[src/inc/flash_front_defines.vh]
// constants for the serial flash command front end
// assumes: single clk at 125 MHz, spi pins sampled through three flops
// What this block does
// - sample rising serial edge, shift out falling
// - dual read turns input line into output
// - all bytes travel msb first
// - unknown opcode ignored until reselect
// - early deselect performs nothing, back idle
// - three address bytes, top byte ignored
// - 0bh one dummy, 03h none
// - page and block erases take three address bytes only
// - chip erase 60h c7h 62h, no bytes
// - program 02h, address, then data bytes
// - status read 05h, writes 01h 31h one byte
// - otp program 9bh, otp read two dummies
// - id read 9fh, legacy 15h one byte plus msb of second, then released
// - power-down opcodes take no bytes
// - read address counter advances automatically
// - after dummies, read data shifts out msb first
// - address wraps ffffh to 0000h seamlessly
// - deselect ends read, output released
// - dual read bit7 on output, bit6 second lane
// - output released whenever deselected
`ifndef FLASH_FRONT_DEFINES_VH
`define FLASH_FRONT_DEFINES_VH
// ----------------------------------------
// opcodes
// ----------------------------------------
`define OP_READ_FAST 8'h0b
`define OP_READ_SLOW 8'h03
`define OP_READ_DUAL 8'h3b
`define OP_PAGE_ERASE 8'h81
`define OP_BLK4_ERASE 8'h20
`define OP_BLK32_ERASE_A 8'h52
`define OP_BLK32_ERASE_B 8'hd8
`define OP_CHIP_ERASE_A 8'h60
`define OP_CHIP_ERASE_B 8'hc7
`define OP_CHIP_ERASE_C 8'h62
`define OP_PROGRAM 8'h02
`define OP_WR_ENABLE 8'h06
`define OP_WR_DISABLE 8'h04
`define OP_OTP_PROGRAM 8'h9b
`define OP_OTP_READ 8'h77
`define OP_STATUS_READ 8'h05
`define OP_STATUS_WR1 8'h01
`define OP_STATUS_WR2 8'h31
`define OP_RESET 8'hf0
`define OP_ID_READ 8'h9f
`define OP_ID_LEGACY 8'h15
`define OP_DEEP_PD 8'hb9
`define OP_RESUME_PD 8'hab
`define OP_ULTRA_PD 8'h79
// ----------------------------------------
// data-phase kinds
// ----------------------------------------
`define DK_NONE 3'h0
`define DK_READ_ARRAY 3'h1
`define DK_WRITE_MANY 3'h2
`define DK_WRITE_ONE 3'h3
`define DK_READ_OTHER 3'h4
// ----------------------------------------
// widths and limits
// ----------------------------------------
`define ADDR_BYTES 2'h3
`define ARRAY_ADDR_W 16
`define MAX_ID_BYTES 3'h4
`define LEGACY_ID_BYTES 3'h2
`define FIFO_DEPTH 8
`define FIFO_AW 3
`define RST_BIT_CNT 3'h0
`endif

[src/word_fifo.v]
// ----------------------------------------
// small synchronous fifo, flop storage
// ----------------------------------------
// assumes one clock, synchronous active-high reset
module word_fifo #(
   parameter WIDTH = 8,
   parameter DEPTH = 8,
   parameter AW = 3
) (
   input wire clk,
   input wire rst,
   input wire in_valid,
   output wire in_ready,
   input wire [WIDTH-1:0] in_data,
   output wire out_valid,
   input wire out_ready,
   output wire [WIDTH-1:0] out_data
);
   reg [WIDTH-1:0] mem_r [0:DEPTH-1];
   reg [AW-1:0] wp_r;
   reg [AW-1:0] rp_r;
   reg [AW:0] cnt_r;
   wire push = in_valid && in_ready;
   wire pop = out_valid && out_ready;
   assign in_ready = (cnt_r != DEPTH[AW:0]);
   assign out_valid = (cnt_r != {(AW+1){1'b0}});
   assign out_data = mem_r[rp_r];
   always @(posedge clk) begin
      if (push) begin
         mem_r[wp_r] <= in_data;
      end
   end
   always @(posedge clk) begin
      if (rst) begin
         wp_r <= {AW{1'b0}};
         rp_r <= {AW{1'b0}};
         cnt_r <= {(AW+1){1'b0}};
      end else begin
         if (push) begin
            wp_r <= (wp_r == DEPTH[AW-1:0] - 1'b1) ? {AW{1'b0}} : wp_r + 1'b1;
         end
         if (pop) begin
            rp_r <= (rp_r == DEPTH[AW-1:0] - 1'b1) ? {AW{1'b0}} : rp_r + 1'b1;
         end
         if (push && !pop) begin
            cnt_r <= cnt_r + 1'b1;
         end else if (pop && !push) begin
            cnt_r <= cnt_r - 1'b1;
         end
      end
   end
endmodule // word_fifo

[src/flash_front.v]
// serial flash command front end: spi slave, opcode check, read streams
// assumes spi pins are asynchronous to clk and serial clock well below clk/4;
// array bytes come from an external read port answering in the next cycle
`include "flash_front_defines.vh"
module flash_front (
   input wire clk,
   input wire rst,
   input wire cs_n_pin,
   input wire sck_pin,
   input wire si_in,
   output reg si_out,
   output reg si_oe,
   output reg so_out,
   output reg so_oe,
   output reg [15:0] mem_addr,
   output reg mem_rd,
   input wire [7:0] mem_rdata,
   output reg [7:0] cmd_opcode,
   output reg [15:0] cmd_addr,
   output reg cmd_start,
   output reg cmd_done,
   output reg cmd_abort,
   output wire wr_valid,
   input wire wr_ready,
   output wire [7:0] wr_data,
   output wire wr_overflow,
   input wire [7:0] aux_rdata,
   output reg aux_rd
);
   // ----------------------------------------
   // command table
   // ----------------------------------------
   // returns {known, addr_bytes[1:0], dummies[1:0], kind[2:0]}
   function [7:0] decode;
      input [7:0] op;
      begin
         case (op)
            `OP_READ_FAST, `OP_READ_DUAL: decode = {1'b1, 2'h3, 2'h1, `DK_READ_ARRAY};
            `OP_READ_SLOW: decode = {1'b1, 2'h3, 2'h0, `DK_READ_ARRAY};
            `OP_PAGE_ERASE, `OP_BLK4_ERASE, `OP_BLK32_ERASE_A, `OP_BLK32_ERASE_B:
               decode = {1'b1, 2'h3, 2'h0, `DK_NONE};
            `OP_CHIP_ERASE_A, `OP_CHIP_ERASE_B, `OP_CHIP_ERASE_C:
               decode = {1'b1, 2'h0, 2'h0, `DK_NONE};
            `OP_PROGRAM, `OP_OTP_PROGRAM: decode = {1'b1, 2'h3, 2'h0, `DK_WRITE_MANY};
            `OP_OTP_READ: decode = {1'b1, 2'h3, 2'h2, `DK_READ_OTHER};
            `OP_STATUS_READ, `OP_ID_READ, `OP_ID_LEGACY:
               decode = {1'b1, 2'h0, 2'h0, `DK_READ_OTHER};
            `OP_STATUS_WR1, `OP_STATUS_WR2, `OP_RESET:
               decode = {1'b1, 2'h0, 2'h0, `DK_WRITE_ONE};
            `OP_WR_ENABLE, `OP_WR_DISABLE, `OP_DEEP_PD, `OP_RESUME_PD, `OP_ULTRA_PD:
               decode = {1'b1, 2'h0, 2'h0, `DK_NONE};
            default: decode = 8'h00;
         endcase
      end
   endfunction

   // ----------------------------------------
   // pin synchronisers
   // ----------------------------------------
   // three flops each; a change counts once the second and third agree
   reg [2:0] cs_s_r;
   reg [2:0] sck_s_r;
   reg [2:0] si_s_r;
   reg cs_n_r;
   reg sck_r;
   reg sck_prev_r;
   reg si_r;
   always @(posedge clk) begin
      if (rst) begin
         cs_s_r <= 3'h7;
         sck_s_r <= 3'h0;
         si_s_r <= 3'h0;
         cs_n_r <= 1'b1;
         sck_r <= 1'b0;
         sck_prev_r <= 1'b0;
         si_r <= 1'b0;
      end else begin
         cs_s_r <= {cs_s_r[1:0], cs_n_pin};
         sck_s_r <= {sck_s_r[1:0], sck_pin};
         si_s_r <= {si_s_r[1:0], si_in};
         if (cs_s_r[1] == cs_s_r[2]) begin
            cs_n_r <= cs_s_r[2];
         end
         if (sck_s_r[1] == sck_s_r[2]) begin
            sck_r <= sck_s_r[2];
         end
         sck_prev_r <= sck_r;
         // data passes the same agreement filter so it lines up with the clock edge
         if (si_s_r[1] == si_s_r[2]) begin
            si_r <= si_s_r[2];
         end
      end
   end
   // edges only count while selected, so idle level (mode 0 or 3) is irrelevant
   wire sck_rise = sck_r && !sck_prev_r && !cs_n_r;
   wire sck_fall = !sck_r && sck_prev_r && !cs_n_r;
   wire si_bit = si_r;

   // ----------------------------------------
   // receive side
   // ----------------------------------------
   localparam ST_IDLE = 3'h0;
   localparam ST_OPCODE = 3'h1;
   localparam ST_ADDR = 3'h2;
   localparam ST_DUMMY = 3'h3;
   localparam ST_DATA = 3'h4;
   localparam ST_IGNORE = 3'h5;

   reg [2:0] state_r;
   reg [2:0] bit_cnt_r;
   reg [7:0] shift_r;
   reg [1:0] addr_left_r;
   reg [1:0] dummy_left_r;
   reg [2:0] kind_r;
   reg dual_r;
   reg [15:0] addr_r;
   reg [2:0] out_bytes_r;
   reg wr_push_r;
   reg [7:0] wr_byte_r;
   reg wr_lost_r;
   reg got_data_r;
   reg cs_prev_r;
   wire [7:0] dec = decode({shift_r[6:0], si_bit});
   wire [7:0] byte_in = {shift_r[6:0], si_bit};
   // bit_cnt_r keeps running through the data phase and marks every byte boundary
   wire byte_end = sck_rise && (bit_cnt_r == 3'h7);
   wire fifo_in_ready;

   always @(posedge clk) begin
      if (rst) begin
         state_r <= ST_IDLE;
         bit_cnt_r <= `RST_BIT_CNT;
         shift_r <= 8'h00;
         addr_left_r <= 2'h0;
         dummy_left_r <= 2'h0;
         kind_r <= `DK_NONE;
         dual_r <= 1'b0;
         addr_r <= 16'h0000;
         cmd_opcode <= 8'h00;
         cmd_addr <= 16'h0000;
         cmd_start <= 1'b0;
         cmd_done <= 1'b0;
         cmd_abort <= 1'b0;
         wr_push_r <= 1'b0;
         wr_byte_r <= 8'h00;
         wr_lost_r <= 1'b0;
         got_data_r <= 1'b0;
         cs_prev_r <= 1'b1;
      end else begin
         // the deselect edge is seen once, so done and abort pulse for one cycle only
         cs_prev_r <= cs_n_r;
         cmd_start <= 1'b0;
         cmd_done <= 1'b0;
         cmd_abort <= 1'b0;
         wr_push_r <= 1'b0;
         if (cs_n_r) begin
            // deselect: finish only a complete, byte-aligned command
            if (!cs_prev_r) begin
               if (state_r == ST_DATA && bit_cnt_r == 3'h0 &&
                   (kind_r == `DK_NONE || got_data_r)) begin
                  cmd_done <= 1'b1;
               end else if (state_r != ST_IDLE && state_r != ST_IGNORE) begin
                  cmd_abort <= 1'b1;
               end
            end
            state_r <= ST_IDLE;
            bit_cnt_r <= 3'h0;
            dual_r <= 1'b0;
         end else begin
            if (state_r == ST_IDLE) begin
               state_r <= ST_OPCODE;
               bit_cnt_r <= 3'h0;
               got_data_r <= 1'b0;
               wr_lost_r <= 1'b0;
            end
            if (sck_rise) begin
               shift_r <= byte_in;
               bit_cnt_r <= bit_cnt_r + 3'h1;
            end
            if (byte_end) begin
               case (state_r)
                  ST_OPCODE: begin
                     cmd_opcode <= byte_in;
                     kind_r <= dec[2:0];
                     addr_left_r <= dec[6:5];
                     dummy_left_r <= dec[4:3];
                     // the second lane turns around only for the dual read
                     dual_r <= (byte_in == `OP_READ_DUAL);
                     if (!dec[7]) begin
                        state_r <= ST_IGNORE;
                     end else if (dec[6:5] != 2'h0) begin
                        state_r <= ST_ADDR;
                     end else begin
                        state_r <= ST_DATA;
                        cmd_start <= 1'b1;
                     end
                  end
                  ST_ADDR: begin
                     // top address byte shifts out of the 16-bit field
                     addr_r <= {addr_r[7:0], byte_in};
                     addr_left_r <= addr_left_r - 2'h1;
                     if (addr_left_r == 2'h1) begin
                        cmd_addr <= {addr_r[7:0], byte_in};
                        if (dummy_left_r != 2'h0) begin
                           state_r <= ST_DUMMY;
                        end else begin
                           state_r <= ST_DATA;
                           cmd_start <= 1'b1;
                        end
                     end
                  end
                  ST_DUMMY: begin
                     // value discarded, only counted
                     dummy_left_r <= dummy_left_r - 2'h1;
                     if (dummy_left_r == 2'h1) begin
                        state_r <= ST_DATA;
                        cmd_start <= 1'b1;
                     end
                  end
                  ST_DATA: begin
                     if (kind_r == `DK_WRITE_MANY || (kind_r == `DK_WRITE_ONE && !got_data_r)) begin
                        wr_push_r <= 1'b1;
                        wr_byte_r <= byte_in;
                        got_data_r <= 1'b1;
                        if (!fifo_in_ready) begin
                           wr_lost_r <= 1'b1;
                        end
                     end else if (kind_r == `DK_WRITE_ONE) begin
                        state_r <= ST_IGNORE;
                     end
                  end
                  default: state_r <= state_r;
               endcase
            end
         end
      end
   end

   // ----------------------------------------
   // write data buffer
   // ----------------------------------------
   // the serial master cannot be stalled; a full buffer drops and flags the byte
   word_fifo #(
      .WIDTH(8),
      .DEPTH(`FIFO_DEPTH),
      .AW(`FIFO_AW)
   ) wr_buf (
      .clk(clk),
      .rst(rst),
      .in_valid(wr_push_r),
      .in_ready(fifo_in_ready),
      .in_data(wr_byte_r),
      .out_valid(wr_valid),
      .out_ready(wr_ready),
      .out_data(wr_data)
   );
   assign wr_overflow = wr_lost_r;

   // ----------------------------------------
   // transmit side
   // ----------------------------------------
   reg [7:0] tx_r;
   reg [1:0] tx_cnt_r;
   reg tx_active_r;
   wire is_array = (kind_r == `DK_READ_ARRAY);
   wire is_read = is_array || (kind_r == `DK_READ_OTHER);
   // id readouts have a fixed length; a status poll may run on without end
   wire id_limit = (cmd_opcode == `OP_ID_LEGACY && out_bytes_r == `LEGACY_ID_BYTES) ||
                   (cmd_opcode == `OP_ID_READ && out_bytes_r == `MAX_ID_BYTES);
   // array and side registers share one shifter; only the byte source differs
   wire [7:0] next_byte = is_array ? mem_rdata : aux_rdata;

   always @(posedge clk) begin
      if (rst) begin
         tx_r <= 8'h00;
         tx_cnt_r <= 2'h0;
         tx_active_r <= 1'b0;
         out_bytes_r <= 3'h0;
         mem_addr <= 16'h0000;
         mem_rd <= 1'b0;
         aux_rd <= 1'b0;
         so_out <= 1'b0;
         so_oe <= 1'b0;
         si_out <= 1'b0;
         si_oe <= 1'b0;
      end else begin
         mem_rd <= 1'b0;
         aux_rd <= 1'b0;
         if (cs_n_r) begin
            tx_active_r <= 1'b0;
            so_oe <= 1'b0;
            si_oe <= 1'b0;
            out_bytes_r <= 3'h0;
         end else if (cmd_start && is_read) begin
            // fetch first byte; data lands well before the next falling edge
            mem_addr <= cmd_addr;
            mem_rd <= is_array;
            aux_rd <= !is_array;
            tx_cnt_r <= 2'h0;
         end else if (state_r == ST_DATA && is_read && sck_fall && !id_limit) begin
            if (!tx_active_r || tx_cnt_r == 2'h0) begin
               // load a fresh byte and drive its msb
               tx_active_r <= 1'b1;
               // saturate so a long poll never wraps back into an id limit
               out_bytes_r <= (out_bytes_r == 3'h7) ? out_bytes_r : out_bytes_r + 3'h1;
               so_oe <= 1'b1;
               if (dual_r) begin
                  so_out <= next_byte[7];
                  si_out <= next_byte[6];
                  si_oe <= 1'b1;
                  tx_r <= {next_byte[5:0], 2'b00};
                  tx_cnt_r <= 2'h3;
               end else begin
                  so_out <= next_byte[7];
                  tx_r <= {next_byte[6:0], 1'b0};
                  tx_cnt_r <= 2'h3;
               end
               // counter wraps ffffh to 0000h with no gap
               mem_addr <= mem_addr + 16'h0001;
               mem_rd <= is_array;
               aux_rd <= !is_array;
            end else begin
               if (dual_r) begin
                  so_out <= tx_r[7];
                  si_out <= tx_r[6];
                  tx_r <= {tx_r[5:0], 2'b00};
                  tx_cnt_r <= tx_cnt_r - 2'h1;
               end else begin
                  so_out <= tx_r[7];
                  tx_r <= {tx_r[6:0], 1'b0};
               end
            end
         end else if (state_r == ST_DATA && is_read && sck_fall) begin
            // id readout over: release the line rather than repeat the last bit
            so_oe <= 1'b0;
         end else if (!dual_r && sck_rise && tx_active_r) begin
            // single lane: 8 bits per byte, count by rising edges
            tx_cnt_r <= (bit_cnt_r == 3'h7) ? 2'h0 : 2'h1;
         end
      end
   end
endmodule // flash_front

[config.mk]
export PLATFORM = sky130hd
export DESIGN_NAME = flash_front
export DESIGN_NICKNAME = d
export VERILOG_FILES = /design/src/word_fifo.v /design/src/flash_front.v
export VERILOG_INCLUDE_DIRS = /design/src /design/src/inc
export SDC_FILE = /design/constraint.sdc
export NUM_CORES = 1
export LEC_CHECK = 0
export BUFFER_PORTS_ARGS = -buffer_cell sky130_fd_sc_hd__clkbuf_2
export CAP_MARGIN = 20
export CELL_PAD_IN_SITES_DETAIL_PLACEMENT = 1
export CELL_PAD_IN_SITES_GLOBAL_PLACEMENT = 2
export CORE_ASPECT_RATIO = 1.1
export CORE_MARGIN = 2
export CORE_UTILIZATION = 40
export DETAILED_ROUTE_END_ITERATION = 6
export PLACE_DENSITY_LB_ADDON = 0.1
export SYNTH_ARGS = -nofsm -noshare
export SYNTH_HDL_FRONTEND = slang
export SYNTH_SLANG_ARGS = --single-unit
[constraint.sdc]
create_clock -name clk -period 4.7 [get_ports clk]
set_input_delay 0.47 -clock clk [delete_from_list [all_inputs] [get_ports clk]]
set_output_delay 0.47 -clock clk [all_outputs]
set_load 0.05 [all_outputs]
# Word-level counts from Yosys, hierarchy flattened
# Memory sizes are Yosys's and may differ from the RTL's. A register that Yosys moved wholly into a read port is not among the register bits.
# Index checks and enable logic that the tools add are counted.
dict set report totals {
  ff_bits 127
  latch_bits 0
  ramBits 64
  mem_bits_ro 0
  in_bits 22
  output_inout_bits 59
  n_memories 1
}
# memory words word_bits read_ports rd_clocked_by_memory_dff wr line
set mem_list {}
lappend mem_list {wr_buf.mem_r 8 8 1 1 1 word_fifo.v:19} ;# reg [WIDTH-1:0] mem_r [0:DEPTH-1];
dict set report classes {
  n_addsub 10
  multipliers 0
  n_div 0
  n_lt_le_gt_ge 0
  eq_ne 51
  n_shift 0
  mux 68
  n_bitwise 5
  reduce_logical 79
}
# op count
set op_table {}
lappend op_table {{$eq 8x8->1 const B} 9}
lappend op_table {{$pmux 8 s8} 1}
lappend op_table {{$mux 16} 3}
lappend op_table {{$mux 3} 15}
lappend op_table {{$eq 8x7->1 const B} 5}
lappend op_table {{$mux 1} 33}
lappend op_table {{$mux 8} 4}
lappend op_table {{$eq 8x3->1 const B} 3}
lappend op_table {{$eq 8x6->1 const B} 3}
lappend op_table {{$reduce_and 3->1} 8}
lappend op_table {{$reduce_and 4->1} 6}
lappend op_table {{$eq 3x3->1 const B} 7}
lappend op_table {{$logic_and 1x1->1} 21}
lappend op_table {{$reduce_bool 2->1} 9}
lappend op_table {{$add 16x1->16 const B} 1}
lappend op_table {{$eq 8x2->1 const B} 2}
lappend op_table {{$eq 8x5->1 const B} 2}
lappend op_table {{$eq 3x2->1 const B} 5}
lappend op_table {{$add 3x1->3 const B} 4}
lappend op_table {{$mux 2} 6}
lappend op_table {{$pmux 3 s4} 1}
lappend op_table {{$reduce_or 3->1} 4}
lappend op_table {{$reduce_or 4->1} 3}
lappend op_table {{$logic_not 1->1} 10}
lappend op_table {{other kinds (26)} 48}

# Logic depth before layout (Yosys ltp)
# Gate-level depths: netlist (run 1).
dict set report logic_depth {
  word_depth 9
  depth_mapped 12
  mapped_depth_nobuf 12
}

# Modules after synthesis
# From an unflattened synthesis (run 1), not the netlist that was laid out.
dict set report hier_totals {
  cells_unflattened 851
  area_unflattened_um2 8672.1
}
# mod instances cells_per_inst area_each_um2 seq_area_each_um2
set modules_own_cells {}
lappend modules_own_cells {flash_front 1 683 5541.6 2322.2}
lappend modules_own_cells {word_fifo 1 168 3130.5 2182.1}

# Worst setup path before layout (run 1)
# OpenSTA, ideal clock, no wires.
dict set report synth_path {
  path_type {register to register}
  startpoint {register wr_buf.cnt_r[0]}
  endpoint {register wr_buf.cnt_r[3]}
  setup_ns 0.070
  arrival_time_ns 2.675
  t_required_ns 4.630
  slack_ns 1.955
  stages_incl_launch_ff 12
  path_buffers 0
  path_cell_list {dfxtp_1 nor3_1 nand2b_1 nand2_1 ha_1 inv_1 ha_1 a21o_1 a21oi_1 xnor2_1 or3_1 a21oi_1}
}
dict set report synth_between {
  elab_chain_cells 5
  elab_cells_between_ends 13
  cone_classes {2 x add/sub; 1 x eq/ne; 2 x mux; 8 x reduce/logical}
}
# element line
set synth_rtl {}
lappend synth_rtl {{start, declared} word_fifo.v:22} ;# reg [AW:0] cnt_r;
lappend synth_rtl {{start signal, assigned} word_fifo.v:37} ;# cnt_r <= {(AW+1){1'b0}};
lappend synth_rtl {{start signal, assigned} word_fifo.v:46} ;# cnt_r <= cnt_r + 1'b1;
lappend synth_rtl {{start signal, assigned} word_fifo.v:48} ;# cnt_r <= cnt_r - 1'b1;
lappend synth_rtl {{$reduce_bool 4->1 *} word_fifo.v:26} ;# assign out_valid = (cnt_r != {(AW+1){1'b0}});
lappend synth_rtl {{named net wr_valid} flash_front.v:23} ;# output wire wr_valid,
lappend synth_rtl {{$logic_and 1x1->1 *} word_fifo.v:24} ;# wire pop = out_valid && out_ready;
lappend synth_rtl {{$logic_not 1->1} word_fifo.v:45} ;# if (push && !pop) begin
lappend synth_rtl {{$logic_and 1x1->1} word_fifo.v:45}
lappend synth_rtl {{$mux 4 or $reduce_bool 2->1 (tied branches)} n/a}
# The timed path passes the listed nets; every way through them passes the cells marked *. The select of a mux whose other input is x is not followed.
# A chain may end at the register's enable or synchronous reset.

# Worst setup path in the final report (run 1)
dict set report layout_path {
  startpoint {register cs_n_r}
  endpoint {register si_out}
}
dict set report layout_between {
  elab_chain_cells 5
  elab_cells_between_ends 6
  cone_classes {1 x bitwise; 5 x reduce/logical}
}
# element line
set layout_rtl {}
lappend layout_rtl {{start, declared} flash_front.v:64} ;# reg cs_n_r;
lappend layout_rtl {{start signal, assigned} flash_front.v:82} ;# cs_n_r <= cs_s_r[2];
lappend layout_rtl {{$logic_not 1->1} flash_front.v:96} ;# wire sck_fall = !sck_r && sck_prev_r && !cs_n_r;
lappend layout_rtl {{$logic_and 1x1->1} flash_front.v:96}
lappend layout_rtl {{$logic_and 1x1->1 (2 in series)} flash_front.v:300} ;# end else if (state_r == ST_DATA && is_read && sck_fall && !id_limit) begin
lappend layout_rtl {{$reduce_and 4->1 (no source line) *} n/a}
lappend layout_rtl {{end signal, assigned} flash_front.v:309} ;# si_out <= next_byte[6];
lappend layout_rtl {{end signal, assigned} flash_front.v:325} ;# si_out <= tx_r[6];
lappend layout_rtl {{end, declared} flash_front.v:11} ;# output reg si_out,
# Every way passes the cells marked *; elsewhere a longest branch is shown, timed or not.

==> summary.md, run 1 <==
| Metric | Value |
|---|---|
| Status | `finished, final reports clean` |
| Rows | `56` |
| Fillers | `2,430` |
| #FFs+latches synth | `193` |
| Async SR Flop Fraction | `0` |
| DR DRC count | `0` |
| Share of the yosys chip area belonging to registers | `0.519` |
| Area grow syn2layout | `14.4%` |
| Tightest Pin Transition | `1020 ps` |
| Met3 Usage GRT | `0.0292` |
| EDFF count, synth | `64` |
| Vias in the first global route | `6,767` |
| Hold Crit Class | `input pin to flop` |
| Area leader, netlist | `dfxtp_1` |
| Pwr dens | `365 nW/um2` |
| Post-CTS sizing | `0` |
| Full die area | `22,900 um2` |
| Gr busiest metal | `met2` |
| Fin cells | `1,214` |
| Static leakage | `3.44 nW` |
| Worst relative slew slack | `0.318` |
| Clk_lat worst skew | `440 ps` |
| Fin. max-slew vios | `0` |
| DRT iter0 DRCs | `257` |
| Setup Viol. Count Final | `0` |
| Routed length per placed instance | `18.1 um` |
| Syn_nets | `904` |
| Critical Path End Type | `flop` |
| Core Region | `21,300 um2` |
| Final Hold Fails | `0` |
| First-pass GRT wire length | `35,700 um` |
| Root buf cell | `clkbuf_16` |
| Kind of critical path | `flop to flop` |
| CTS tree | `done` |
| Post-synthesis cell area | `8670 um2` |
| Critical Path AT | `3230 ps` |
| Total number of yosys warnings | `0` |
| Clk sinks | `193` |
| Routability cong. | `0.787` |
| Final total negative setup slack | `0 ps` |
| Setup Fix Bufs, Post-CTS | `0` |
| CTS clk-pin slew, worst paths | `90 ps` |
| CP Launch Type | `flop` |
| DRT antenna net count | `0` |
| Met2 Use GR | `0.353` |
| Initial antenna violation count | `0` |
| Via density | `5.37` |
| Die Y | `158 um` |
| Fmax | `0.352 GHz` |
| Die W | `144 um` |
| I/O Buffers | `80` |
| DP HPWL | `15,300 um` |
| Layout Nets | `953` |
| Total CTS buffers | `17` |
| Layout cells sized above 1 | `0.188` |
| Gate Count Post-Synth | `862` |
| # hold bufs at CTS | `0` |
| Vias | `6,523` |
| I/O Pins | `81` |
| Min Tclk post-route | `2840 ps` |
| Antenna cell count | `0` |
| Yosys cell types | `76` |
| Worst Clk Skew | `15.2 ps` |
| # H-tree levels | `4` |
| Data required, critical path | `5080 ps` |
| GRT overflow | `0` |
| Total wire length | `21,900 um` |
| Met1 usage | `0.257` |
| RSZ-0062 raised after global routing | `false` |
| DR pass1 iterations | `4` |
| Largest cells by area after synthesis | `dfxtp_1 (30%), edfxtp_1 (22%), nand2_1 (5.2%)` |
| GRT Total Usage | `0.202` |
| CP max FO | `20` |
| Final period util | `0.605` |
| Starting Density | `0.407` |
| Max-cap viol count | `0` |
| Synth top area share | `0.298` |
| Dpl cells | `1,179` |
| Avg Cell Area, Syn | `10.1 um2` |
| Most used DFF post-synth | `dfxtp_1` |
| CTS max path bufs | `2` |
| Maximum VDD drop | `0.225 mV` |
| Largest net degree at the start of global routing | `58` |
worst paths after layout:
kind	end	from	slack [ps]	cells past startpoint
hold reg to reg	cs_s_r[1]$_SDFF_PP1_	cs_s_r[0]$_SDFF_PP1_	420	1
setup reg to reg	si_out$_SDFFE_PP0P_	cs_n_r$_SDFFE_PP1N_	1860	7
hold / removal	cs_s_r[0]$_SDFF_PP1_	cs_n_pin	210	2
setup / recovery	si_out$_SDFFE_PP0P_	cs_n_r$_SDFFE_PP1N_	1860	7
registers in the layout, summed over array words and instances, names as in the netlist, 4 cells and up, named ones only:
name	cells
wr_byte_r	8
cmd_opcode	8
wr_buf.mem_r	64
addr_r	8
cmd_addr	16
mem_addr	16
wr_buf.cnt_r	4
shift_r	7
tx_r	7
synthesized netlist by cell type (8+ instances only):
master	count
nor3_1	24
nand2b_1	9
nor2b_1	10
clkbuf_1	39
edfxtp_1	64
dfxtp_1	129
mux4_2	16
o21ai_0	24
ha_1	19
nor3b_1	8
nor2_1	89
nand2_1	120
mux2i_1	40
buf_2	16
inv_1	17
a21oi_1	78
mux2_2	9
nand3_1	13
area by class of cell:
type | count | area [um2] | share of cell area
flip-flops and latches | 193 | 4500 | 0.454
multi-input cells | 589 | 3830 | 0.386
repair buffers | 92 | 517 | 0.0521
clock buffers | 17 | 425 | 0.0429
well taps | 290 | 363 | 0.0366
clock inverters | 15 | 218 | 0.0219
inverters | 18 | 67.6 | 0.00681
metrics by stage:
stage	hold WS [ps]	setup slack, ps	utilization	total power [mW]	instance area [um2]
2_1_floorplan	389	1950	-	2.04	8670
3_3_place_gp	393	1870	0.434	2.10	9240
3_5_place_dp	402	1830	0.434	2.11	9240
4_1_cts	192	1540	0.464	3.66	9880
5_1_grt	199	1580	0.466	3.76	9930
6_report	210	1860	0.466	3.62	9930
worst max-delay path: stages, from the launching register on:
cell	delay [ps]
dfxtp_1	530
or3b_1	500
nor4_4	300
o21ai_2	150
nor2_1	790
nand2_1	130
mux2_2	300
nor2_1	80
routing by layer:
| metal | share of wire | vias up |
|---|---|---|
| met4 | 0.013 | 0 |
| met5 | 0 | - |
| met1 | 0.45 | 3205 |
| li1 | - | 3173 |
| met3 | 0.031 | 19 |
| met2 | 0.50 | 126 |
cell families after synthesis:
logic type	count (synthesis)	synth area share
flops	193	0.519
simple gates	335	0.188
mux	65	0.0994
buf+inv	80	0.0395
compound gates	160	0.115
xor+xnor	9	0.00909
fa+ha+maj	20	0.0297
cells in the final DEF (no fill, tap or decap), types with 5 or more instances in the layout:
cell,count
dfxtp_1,129
nand2_1,120
nor2_1,89
clkbuf_2,79
a21oi_1,78
edfxtp_1,64
mux2i_1,40
nor3_1,24
o21ai_0,24
ha_1,19
inv_1,17
clkbuf_16,17
mux4_2,16
nand3_1,13
buf_4,11
nor2b_1,10
mux2_2,9
nand2b_1,9
nor4_1,7
and3_1,7
nor3b_1,7
xnor2_1,6
or3_1,6
or2_2,6
a31oi_1,6
o22ai_1,5
a211oi_1,5
inv_12,5
power breakdown:
group | switching [mW] | internal [mW]
clock network | 0.787 | 0.755
logic | 0.185 | 0.137
registers | 0.0291 | 1.73
total | 1.00 | 2.62
Power figures use the tool's default switching activity.
==> run 2: changes to the inputs <==
--- a/config.mk
+++ b/config.mk
@@ -12,7 +12,7 @@
 export CELL_PAD_IN_SITES_GLOBAL_PLACEMENT = 2
 export CORE_ASPECT_RATIO = 1.1
 export CORE_MARGIN = 2
-export CORE_UTILIZATION = 40
+export CORE_UTILIZATION = 38
 export DETAILED_ROUTE_END_ITERATION = 6
 export PLACE_DENSITY_LB_ADDON = 0.1
 export SYNTH_ARGS = -nofsm -noshare
==> constraint.sdc (replaced) <==
create_clock -name clk -period 3 [get_ports clk]
set_input_delay 0.3 -clock clk [delete_from_list [all_inputs] [get_ports clk]]
set_output_delay 0.3 -clock clk [all_outputs]
set_load 0.05 [all_outputs]
==> run 2 against run 1 <==
  * Die area is 5.1% higher
  * Sequential share of layout area is 0.65 points lower
  * Clock power is 58% higher
  * Total power is 57% higher
  * Non-clock buffer count is 20 higher
  * Register-to-register slack worse by 1500 ps
  * Cell count is 2.1% higher
  * Combinational power is 61% higher
  * Wire length is 4.8% higher
  * Final area is 1.5% higher
  * Core utilization is 1.3 points lower
  * Sequential cell count stayed put
  * Largest cell class unchanged
  * Highest routed layer unchanged
==> summary.md, run 2 (synthesis results as in run 1) <==
| Metric | Value |
|---|---|
| Status | `finished, final reports clean` |
| Antenna cell count | `0 (unchanged)` |
| Tightest Pin Transition | `867 ps (-152 ps)` |
| Static leakage | `3.54 nW (+2.8%)` |
| Layout Nets | `973 (+2.1%)` |
| Area grow syn2layout | `16.1%` |
| Total wire length | `23,000 um (+4.8%)` |
| Critical Path End Type | `flop` |
| # hold bufs at CTS | `0 (unchanged)` |
| Largest net degree at the start of global routing | `55 (-5.2%)` |
| Critical Path AT | `3050 ps (-180 ps)` |
| Clk_lat worst skew | `450 ps (about the same)` |
| Data required, critical path | `3360 ps (-1720 ps)` |
| DR pass1 iterations | `4 (unchanged)` |
| CP Launch Type | `flop` |
| Via density | `5.37 (about the same)` |
| Vias in the first global route | `6,892 (+1.8%)` |
| CTS clk-pin slew, worst paths | `80 ps (about the same)` |
| Initial antenna violation count | `0 (unchanged)` |
| Total CTS buffers | `17 (unchanged)` |
| Pwr dens | `564 nW/um2 (+55%)` |
| Max-cap viol count | `0 (unchanged)` |
| Hold Crit Class | `input pin to flop` |
| Min Tclk post-route | `2680 ps (-161 ps)` |
| Tot Pwr | `5.68 mW (+57%)` |
| Die W | `148 um (+2.5%)` |
| Worst Clk Skew | `24.0 ps (+8.83 ps)` |
| DR DRC count | `0 (unchanged)` |
| DRT antenna net count | `0 (unchanged)` |
| # H-tree levels | `4 (unchanged)` |
| Rows | `57 (+1.8%)` |
| Worst relative slew slack | `0.420 (+0.102)` |
| Final period util | `0.895 (+0.289)` |
| Maximum VDD drop | `0.339 mV (+51%)` |
| Layout cells sized above 1 | `0.206 (+0.0172)` |
| I/O Pins | `81 (unchanged)` |
| Full die area | `24,000 um2 (+5.1%)` |
| Kind of critical path | `flop to flop` |
| Biggest regs | `wr_buf.mem_r x64, cmd_addr x16, mem_addr x16` |
| Core Region | `22,300 um2 (+4.5%)` |
| GRT Total Usage | `0.197 (-0.00458)` |
| DRT iter0 DRCs | `269 (+4.7%)` |
| I/O Buffers | `80 (unchanged)` |
| Fin. max-slew vios | `0 (unchanged)` |
| DP HPWL | `16,300 um (+6.6%)` |
| Reg2reg setup slack | `320 ps (-1540 ps)` |
| Leading cell type in the layout, fill and taps excluded | `dfxtp_1` |
| CP max FO | `6 (-70%)` |
| Routability cong. | `0.781 (-0.77%)` |
| Post-CTS sizing | `0 (unchanged)` |
| RSZ-0062 raised after global routing | `false` |
| Fillers | `2,477 (+1.9%)` |
| Die Y | `162 um (+2.5%)` |
| Root buf cell | `clkbuf_16` |
| Vias | `6,651 (+2.0%)` |
| CTS tree | `done` |
| Routed length per placed instance | `18.6 um (+2.6%)` |
| Final Hold Fails | `0 (unchanged)` |
| Setup Fix Bufs, Post-CTS | `0 (unchanged)` |
| First-pass GRT wire length | `37,400 um (+4.8%)` |
| Largest Register | `wr_buf.mem_r` |
| Clk sinks | `193 (unchanged)` |
| Starting Density | `0.390 (-0.0174)` |
| CTS max path bufs | `2 (unchanged)` |
| Fmax | `0.373 GHz (+6.0%)` |
| Setup Viol. Count Final | `0 (unchanged)` |
| Most frequent cells in the layout | `dfxtp_1 (129), nand2_1 (120), nor2_1 (89)` |
| GRT overflow | `0 (unchanged)` |
| Largest register FFs | `64 (unchanged)` |
| Final total negative setup slack | `0 ps (unchanged)` |
==> run 2: cell types whose count changed in the layout (fill, tap and decap cells not counted) <==
cell	change
buf_4	+21
buf_16	-1
inv_8	-2
inv_6	+1
inv_12	+2
buf_6	-1
buf_12	+1
inv_16	-1
==> run 2: through the flow <==
| step | instance area (um2) | instances | util | worst slack (ps) | hold WS (ps) |
|---|---|---|---|---|---|
| 6_report | 10100 | 1239 | 0.453 | 316 | 41.1 |
| 5_1_grt | 10100 | 1239 | 0.453 | 112 | 29.0 |
| 4_1_cts | 10100 | 1239 | 0.453 | 309 | 24.4 |
| 3_5_place_dp | 9430 | 1207 | 0.424 | 325 | 401 |
| 3_3_place_gp | 9430 | 1207 | 0.424 | 464 | 400 |
| 2_1_floorplan | 8670 | 862 | - | 255 | 389 |
==> run 2: report_power, final <==
group          switching (mW)  internal, mW  leakage (nW)
logic                   0.315         0.204          1.60
registers              0.0262          2.71          1.63
clock network            1.24          1.18         0.308
total                    1.59          4.09          3.54
==> run 2: final timing paths <==
kind | cells after the start | from | endpoint
max reg2reg | 11 | wr_buf.cnt_r[0]$_SDFFE_PP0P_ | wr_buf.cnt_r[3]$_SDFFE_PP0P_
min | 2 | cs_n_pin | cs_s_r[0]$_SDFF_PP1_
min reg2reg | 1 | cs_s_r[0]$_SDFF_PP1_ | cs_s_r[1]$_SDFF_PP1_
max | 11 | wr_buf.cnt_r[0]$_SDFFE_PP0P_ | wr_buf.cnt_r[3]$_SDFFE_PP0P_
==> run 2: worst max-delay path: stages (launching register included) <==
cell and delay [ps]:
dfxtp_1 360, nor3_1 410, nand2b_1 160, nand2_1 200, ha_1 220, inv_1 100, ha_1 300, a21o_1 170
a21oi_1 160, xnor2_1 90, or3_1 300, a21oi_1 130
==> run 2: final cells by class <==
cell class                      count  area (um2)  area share
Sequential cell                   193        4500       0.447
Clock inverter                     15         216      0.0215
Multi-Input combinational cell    589        3830       0.380
Tap cell                          295         369      0.0367
Clock buffer                       17         425      0.0422
Timing Repair Buffer              112         656      0.0651
Inverter                           18        67.6     0.00671
==> run 2: per-layer routing <==
metal,vias up,track usage,wire (um)
li1,3201,-,-
met1,3296,0.254,10500
met2,127,0.343,11500
met3,27,0.0311,643
met4,0,0.0580,369
met5,-,0,0
